File: src/shared/cl_pkg.sv
/*
  Shared constants and types for the cassette loader: data layout, transfer
  length, FIFO depth, LED blink timing and sequencer states.
  Assumes a single 250 MHz system clock and synchronous reset.
*/
// How it works
// - First write press arms, lights write LED
// - Read press while write-armed cancels
// - Second write press copies, write LED blinks
// - Write LED dark marks copy done
// - First read press arms, lights read LED
// - Write press while read-armed cancels
// - Second read press copies, read LED blinks
// - Read LED dark marks copy done
// - Read copies internal RAM into cassette
// - Read only when stopped and unprotected
// - Write copies cassette into internal EEPROM
// - Keys ignored unless controller is stopped
// - Protect switch on blocks cassette overwrite
package cl_pkg;

  localparam int DATA_W = 16;
  localparam int ADDR_W = 12;
  // words per program copy
  localparam logic [ADDR_W-1:0] XFER_WORDS = 12'h0fa0;
  localparam int FIFO_DEPTH = 16;

  localparam int CLK_PERIOD_NS = 4;
  localparam int BLINK_HALF_MS = 125;
  localparam int BLINK_HALF_CYCLES = BLINK_HALF_MS * 1000000 / CLK_PERIOD_NS;

  // positions in the synchroniser vector
  localparam int SYNC_W = 4;
  localparam int SYNC_WR_KEY = 0;
  localparam int SYNC_RD_KEY = 1;
  localparam int SYNC_STOP = 2;
  localparam int SYNC_PROT = 3;

  typedef struct packed {
    logic [ADDR_W-1:0] addr;
    logic [DATA_W-1:0] data;
  } cl_beat_s;

  typedef enum logic [2:0] {
    CL_IDLE   = 3'h0,
    CL_WR_ARM = 3'h1,
    CL_WR_RUN = 3'h3,
    CL_RD_ARM = 3'h4,
    CL_RD_RUN = 3'h6
  } cl_state_e;

endpackage

File: src/core/cl_fifo.sv
/*
  Parameterised FIFO with valid/ready on both sides and a registered head.
  Assumes both sides run on sys_clk; total capacity is DEPTH words.
*/
`timescale 1ns/1ps
`default_nettype none
module cl_fifo #(
  parameter int WIDTH = 28,
  parameter int DEPTH = 16
) (
  input wire logic sys_clk,
  input wire logic rst,
  input wire logic in_valid,
  output logic in_ready,
  input wire logic [WIDTH-1:0] in_data,
  output logic out_valid,
  input wire logic out_ready,
  output logic [WIDTH-1:0] out_data
);
  localparam int AW = $clog2(DEPTH);

  logic [WIDTH-1:0] mem [DEPTH];
  logic [AW-1:0] wptr_reg, wptr_next, rptr_reg, rptr_next;
  logic [AW:0] cnt_reg, cnt_next;
  logic head_valid_reg, head_valid_next;
  logic [WIDTH-1:0] head_reg, head_next;
  logic push, pop, load;

  // head slot counts toward the fill level so full stays honest
  assign in_ready = ({1'b0, cnt_reg} + {{(AW+1){1'b0}}, head_valid_reg})
                    < (AW+2)'(DEPTH);
  assign out_valid = head_valid_reg;
  assign out_data = head_reg;
  assign push = in_valid & in_ready;
  assign pop = head_valid_reg & out_ready;
  assign load = (cnt_reg != '0) & (~head_valid_reg | pop);

  always_comb begin
    wptr_next = wptr_reg;
    rptr_next = rptr_reg;
    head_next = head_reg;
    if (push) begin
      wptr_next = wptr_reg + 1'b1;
    end
    if (load) begin
      rptr_next = rptr_reg + 1'b1;
      head_next = mem[rptr_reg];
    end
    cnt_next = cnt_reg + {{AW{1'b0}}, push} - {{AW{1'b0}}, load};
    head_valid_next = load | (head_valid_reg & ~pop);
  end

  always_ff @(posedge sys_clk) begin
    if (push) begin
      mem[wptr_reg] <= in_data;
    end
  end

  always_ff @(posedge sys_clk) begin
    if (rst) begin
      wptr_reg <= '0;
      rptr_reg <= '0;
      cnt_reg <= '0;
      head_valid_reg <= 1'b0;
      head_reg <= '0;
    end else begin
      wptr_reg <= wptr_next;
      rptr_reg <= rptr_next;
      cnt_reg <= cnt_next;
      head_valid_reg <= head_valid_next;
      head_reg <= head_next;
    end
  end
endmodule // cl_fifo
`default_nettype wire

File: src/core/cl_loader.sv
/*
  Cassette loader sequencer: two front keys arm and confirm a program copy
  between the removable cassette and internal memory, with LED indication.
  Assumes keys, stop state and protect switch arrive asynchronously from
  pins, and that both memories present plain valid/ready word streams.
*/
`timescale 1ns/1ps
`default_nettype none
module cl_loader
  import cl_pkg::*;
#(
  parameter int BLINK_CYCLES = BLINK_HALF_CYCLES
) (
  input wire logic sys_clk,
  input wire logic rst,
  input wire logic wr_key,
  input wire logic rd_key,
  input wire logic ctrl_stopped,
  input wire logic protect_on,
  output logic wr_led,
  output logic rd_led,
  output logic busy,
  output logic xfer_start,
  output logic xfer_to_cassette,
  input wire logic src_valid,
  output logic src_ready,
  input wire logic [DATA_W-1:0] src_data,
  output logic dst_valid,
  input wire logic dst_ready,
  output cl_beat_s dst_beat
);

  // synchronisers: s1 feeds only s2, s3 is the edge-detect history
  logic [SYNC_W-1:0] s1_reg, s2_reg, s3_reg;
  logic [SYNC_W-1:0] s1_next, s2_next, s3_next;

  always_comb begin
    s1_next = {protect_on, ctrl_stopped, rd_key, wr_key};
    s2_next = s1_reg;
    s3_next = s2_reg;
  end

  always_ff @(posedge sys_clk) begin
    if (rst) begin
      s1_reg <= '0;
      s2_reg <= '0;
      s3_reg <= '0;
    end else begin
      s1_reg <= s1_next;
      s2_reg <= s2_next;
      s3_reg <= s3_next;
    end
  end

  logic wr_press, rd_press, stopped, prot;

  // keys are assumed debounced at the front panel; a bouncing key
  // could arm and confirm in one physical press
  assign wr_press = s2_reg[SYNC_WR_KEY] & ~s3_reg[SYNC_WR_KEY];
  assign rd_press = s2_reg[SYNC_RD_KEY] & ~s3_reg[SYNC_RD_KEY];
  assign stopped = s2_reg[SYNC_STOP];
  assign prot = s2_reg[SYNC_PROT];

  cl_state_e state_reg, state_next;
  logic start_reg, start_next;
  logic dir_reg, dir_next;
  logic [ADDR_W-1:0] src_cnt_reg, src_cnt_next;
  logic [ADDR_W-1:0] dst_cnt_reg, dst_cnt_next;
  logic [31:0] blink_cnt_reg, blink_cnt_next;
  logic blink_reg, blink_next;

  // shared by both word counters
  function automatic logic [ADDR_W-1:0] addr_inc(input logic [ADDR_W-1:0] v);
    return v + 12'h0001;
  endfunction

  logic run, fifo_in_ready, fifo_out_valid, src_fire, dst_fire, done;
  cl_beat_s src_beat, fifo_head;

  assign run = (state_reg == CL_WR_RUN) | (state_reg == CL_RD_RUN);
  assign src_ready = run & (src_cnt_reg != XFER_WORDS) & fifo_in_ready;
  assign src_fire = src_valid & src_ready;
  assign src_beat.addr = src_cnt_reg;
  assign src_beat.data = src_data;
  assign dst_valid = run & fifo_out_valid;
  assign dst_fire = dst_valid & dst_ready;
  assign dst_beat = fifo_head;
  // the last word counts only once the target has taken it
  assign done = dst_fire & (dst_cnt_reg == XFER_WORDS - 12'h0001);

  // fifo lets a stalling target back-pressure the source
  cl_fifo #(
    .WIDTH($bits(cl_beat_s)),
    .DEPTH(FIFO_DEPTH)
  ) u_fifo (
    .sys_clk(sys_clk),
    .rst(rst),
    .in_valid(src_fire),
    .in_ready(fifo_in_ready),
    .in_data(src_beat),
    .out_valid(fifo_out_valid),
    .out_ready(run & dst_ready),
    .out_data(fifo_head)
  );

  always_comb begin
    state_next = state_reg;
    start_next = 1'b0;
    dir_next = dir_reg;
    src_cnt_next = src_cnt_reg;
    dst_cnt_next = dst_cnt_reg;
    if (src_fire) begin
      src_cnt_next = addr_inc(src_cnt_reg);
    end
    if (dst_fire) begin
      dst_cnt_next = addr_inc(dst_cnt_reg);
    end
    case (state_reg)
      CL_IDLE: begin
        // write key wins a same-cycle double press
        if (stopped) begin
          if (wr_press) begin
            state_next = CL_WR_ARM;
          end else if (rd_press & ~prot) begin
            state_next = CL_RD_ARM;
          end
        end
      end
      CL_WR_ARM: begin
        if (~stopped) begin
          state_next = CL_IDLE;
        end else if (rd_press) begin
          state_next = CL_IDLE;
        end else if (wr_press) begin
          state_next = CL_WR_RUN;
          start_next = 1'b1;
          dir_next = 1'b0;
          src_cnt_next = '0;
          dst_cnt_next = '0;
        end
      end
      CL_RD_ARM: begin
        if (~stopped | prot) begin
          state_next = CL_IDLE;
        end else if (wr_press) begin
          state_next = CL_IDLE;
        end else if (rd_press) begin
          state_next = CL_RD_RUN;
          start_next = 1'b1;
          dir_next = 1'b1;
          src_cnt_next = '0;
          dst_cnt_next = '0;
        end
      end
      CL_WR_RUN, CL_RD_RUN: begin
        // keys are not looked at here; an abandoned copy would leave
        // the target memory half written
        if (done) begin
          state_next = CL_IDLE;
        end
      end
      default: begin
        state_next = CL_IDLE;
      end
    endcase
  end

  always_ff @(posedge sys_clk) begin
    if (rst) begin
      state_reg <= CL_IDLE;
      start_reg <= 1'b0;
      dir_reg <= 1'b0;
      src_cnt_reg <= '0;
      dst_cnt_reg <= '0;
    end else begin
      state_reg <= state_next;
      start_reg <= start_next;
      dir_reg <= dir_next;
      src_cnt_reg <= src_cnt_next;
      dst_cnt_reg <= dst_cnt_next;
    end
  end

  // blink restarts lit so the confirm shows at once
  always_comb begin
    blink_cnt_next = blink_cnt_reg;
    blink_next = blink_reg;
    if (start_next) begin
      blink_cnt_next = '0;
      blink_next = 1'b1;
    end else if (done) begin
      blink_next = 1'b0;
    end else if (run) begin
      if (blink_cnt_reg == 32'(BLINK_CYCLES - 1)) begin
        blink_cnt_next = '0;
        blink_next = ~blink_reg;
      end else begin
        blink_cnt_next = blink_cnt_reg + 32'h0000_0001;
      end
    end
  end

  always_ff @(posedge sys_clk) begin
    if (rst) begin
      blink_cnt_reg <= '0;
      blink_reg <= 1'b0;
    end else begin
      blink_cnt_reg <= blink_cnt_next;
      blink_reg <= blink_next;
    end
  end

  // leds decode from state, so they go dark on the edge the copy ends
  assign wr_led = (state_reg == CL_WR_ARM) |
                  ((state_reg == CL_WR_RUN) & blink_reg);
  assign rd_led = (state_reg == CL_RD_ARM) |
                  ((state_reg == CL_RD_RUN) & blink_reg);
  assign busy = run;
  assign xfer_start = start_reg;
  assign xfer_to_cassette = dir_reg;

endmodule // cl_loader
`default_nettype wire

File: config.mk
export PLATFORM = sky130hd
export DESIGN_NAME = cl_loader
export DESIGN_NICKNAME = d
export VERILOG_FILES = /design/src/shared/cl_pkg.sv /design/src/core/cl_fifo.sv /design/src/core/cl_loader.sv
export SDC_FILE = /design/constraint.sdc
export NUM_CORES = 1
export LEC_CHECK = 0
export ABC_AREA = 1
export ABC_CLOCK_PERIOD_IN_PS = 8300
export BUFFER_PORTS_ARGS = -buffer_cell sky130_fd_sc_hd__buf_2
export CAP_MARGIN = 5
export CORE_MARGIN = 2
export CORE_UTILIZATION = 55
export CTS_BUF_LIST = sky130_fd_sc_hd__clkbuf_4 sky130_fd_sc_hd__clkbuf_8
export DETAILED_ROUTE_END_ITERATION = 10
export GPL_TIMING_DRIVEN = 0
export PLACE_DENSITY = 0.75
export SLEW_MARGIN = 10
export SYNTH_ARGS = -nofsm -noshare
export SYNTH_HDL_FRONTEND = slang
export SYNTH_SLANG_ARGS = --single-unit
File: constraint.sdc
create_clock -name sys_clk -period 8.3 [get_ports sys_clk]
set_input_delay 1.66 -clock sys_clk [delete_from_list [all_inputs] [get_ports sys_clk]]
set_output_delay 1.66 -clock sys_clk [all_outputs]
set_load 0.02 [all_outputs]
==> results.yml <==
detailed_routing:
  drc: 0
  wl_um: 66900
  wl_per_cell_um: 22.2
  via_per_inst: 5.98
  drt_iter0_drc: 2365
  ant_nets: 0
  drtPass1Iterations: 6
  via_count: 18027
timing:
  setup_viol: 0
  final-max-slew-violation-count: 0
  skew_ns: 0.0566
  worstMarginPinSlew_ns: 1.09
  max_slew_margin_pct: 27.3
  fin_crit_ns: 4.14
  finalSetupTns_ns: 0
  hold_ws_ns: 0.398
  hold_viol: 0
  fin_crit_sh_pct: 49.9
  fmax_mhz: 242
  rsz0062_at_grt: "false"
placement:
  hpwl_um: 43900
  place_area_mm2: 0.0251
  place_congestion: 0.920
  io_buffers: 57
floorplan:
  core_area_mm2: 0.0421
  die-area_mm2: 0.0445
  die_y_um: 211
  ioPinCount: 59
  rows: 75
  fp.dieW_um: 211
  start_util_pct: 55.9
clocking:
  cts_sinks: 562
  postCtsHoldBufs: 0
  cts_tree: "yes"
  postCtsSetupBuffers: 0
  clock_latency_ns: 0.69
  clockBufferDepth: 3
  root_buffer: "clkbuf_8"
  cts_resized: 0
  cts_made_buffers: 88
  clkTransAtPathRegs_ns: 0.06
  htreeDepth: 3
critical_path:
  cp_cell_sequence: "inv_1 -> ha_1 -> nand2_1 -> nor2_1 -> nand3_1 -> nand2_1 -> nor2_1 -> buf_2"
  endpoint_kind: "output port"
  worstPathRequired_ns: 6.64
  path_delay_family: "flip-flops"
  critPathMaxStageDelay_ns: 0.72
  cpMaxStageDelayCell: "dfxtp_1"
  r2r_slack_ns: 4.90
  worstSetupStartpointType: "flop"
  cp.buffers_inverters: 2
  cp.arrival_ns: 2.48
  critPathKind: "flop to output port"
  worstPathMaxFanout: 19
logic_synthesis:
  synth_seq_area_share_pct: 66.8
  synth_top_area_share_pct: 57.1
  async_flop_share_pct: 0
  mappedNetlistNets: 2283
  synthTopCellsByArea: "edfxtp_1 (57%), dfxtp_1 (9.7%), nor2_1 (8.7%)"
  syn-cell-area_mm2: 0.0235
  synth_flop_cell: "edfxtp_1"
  yosys.cell_count.top_type: "nor2_1"
  yosysWarnings: 0
  synthTopCellsByCount: "nor2_1 (545), edfxtp_1 (448), nand2_1 (234), o21ai_0 (231), inv_1 (140)"
  synth-edff-count: 448
  syn_avg_cell_area_um2: 10.5
  synth_area_leader_cell: "edfxtp_1"
  post_synth_num_cell_types: 39
  synth-seq-cells: 562
  postSynthCellCount: 2240
global_route:
  antenna_found_initial: 0
  grt_start_max_net_pins: 23
  grt_pass1_wl_um: 100000
  grt_util_all_layers_pct: 30.3
  first_global_vias: 17586
  grt-ovfl-total: 0
pwr:
  power.density_mw_per_mm2: 282
  peakVddDrop_v: 0.000177
  p_leak_nw: 9.51
  p_total_mw: 7.56
cells_and_area:
  fin_area_mm2: 0.0268
  antennaDiodeCount: 0
  largest_register_ffs: 448
  drive_gt1_share_pct: 12.5
  layout.nets: 2446
  utilization_pct: 63.7
  nFillCells: 3195
  area_growth_pct: 14.0
min_path:
  hp-class: "flop to flop"
status:
  status: "finished, final reports clean"
job:
  max_cap_viol_count: 0
## metrics by stage
step | setup slack (ns) | cells
after floorplan | 4.59 | 2240
final | 4.16 | 3014
after CTS | 4.15 | 3014
after global routing | 3.98 | 3014
after detailed placement | 3.93 | 2852
after global placement | 3.06 | 2836
## report_power, final
part | internal, mW | switching (mW)
Sequential | 3.11 | 0.0513
Combinational | 0.583 | 1.46
Clock | 1.27 | 1.09
Total | 4.96 | 2.60
## worst paths after layout
kind / endpoint / depth (start not counted) / startpoint
max: src_ready / 8 / src_cnt_reg[0]
max reg2reg: u_fifo.cnt_reg[4] / 16 / state_reg[0]
min reg2reg: s2_reg[2] / 2 / s1_reg[2]
min: s2_reg[2] / 2 / s1_reg[2]
## layout by cell type, fill, tap and decap left out, drive strengths merged, types with 2 or more instances in the layout
cell type	Yosys	final
dfxtp	114	114
nand3	140	140
edfxtp	448	448
a211oi	2	2
or2	2	2
nand2	239	239
clkinvlp	0	2
bufinv	0	2
o211ai	113	113
a21oi	39	39
o21ai	249	249
nor3	31	31
inv	145	148
nor2	550	550
ha	18	18
nand4	21	21
clkbuf	55	185
buf	61	134
xor2	6	6
clkinv	0	25
## per-layer routing
metal,global-route usage [%],share of wire (%),routed length [um]
met1,39.2,38,25400
met2,49.2,46,31000
met3,6.38,11,7490
met4,14.6,4.5,2980
met5,0,0,0
## worst reg2reg max path, delay by kind of cell (launching register included)
kind	cells	cell delay, ns
AO/OA/AOI/OAI	3	0.63
flip-flops	1	0.33
buffers and inverters	5	0.83
AND/OR/NAND/NOR	5	0.66
adder cells (fa/ha/maj)	3	0.87
## final cells by class
type	count	area (um^2)	area share (%)
sequential	562	15700	58.6
clock buffer	130	1560	5.83
multi-input combinational	1417	6810	25.4
tap	539	674	2.51
buffer	116	579	2.16
timing repair buffer	73	718	2.68
inverter	145	547	2.04
clock inverter	32	210	0.783
## kinds of logic after synthesis
family,synth area share [%]
mux,0.0425
compound gates,9.94
xor+xnor,0.223
fa+ha+maj,1.04
simple gates,17.2
buf+inv,4.78
flops,66.8
Power figures use the tool's default switching activity.
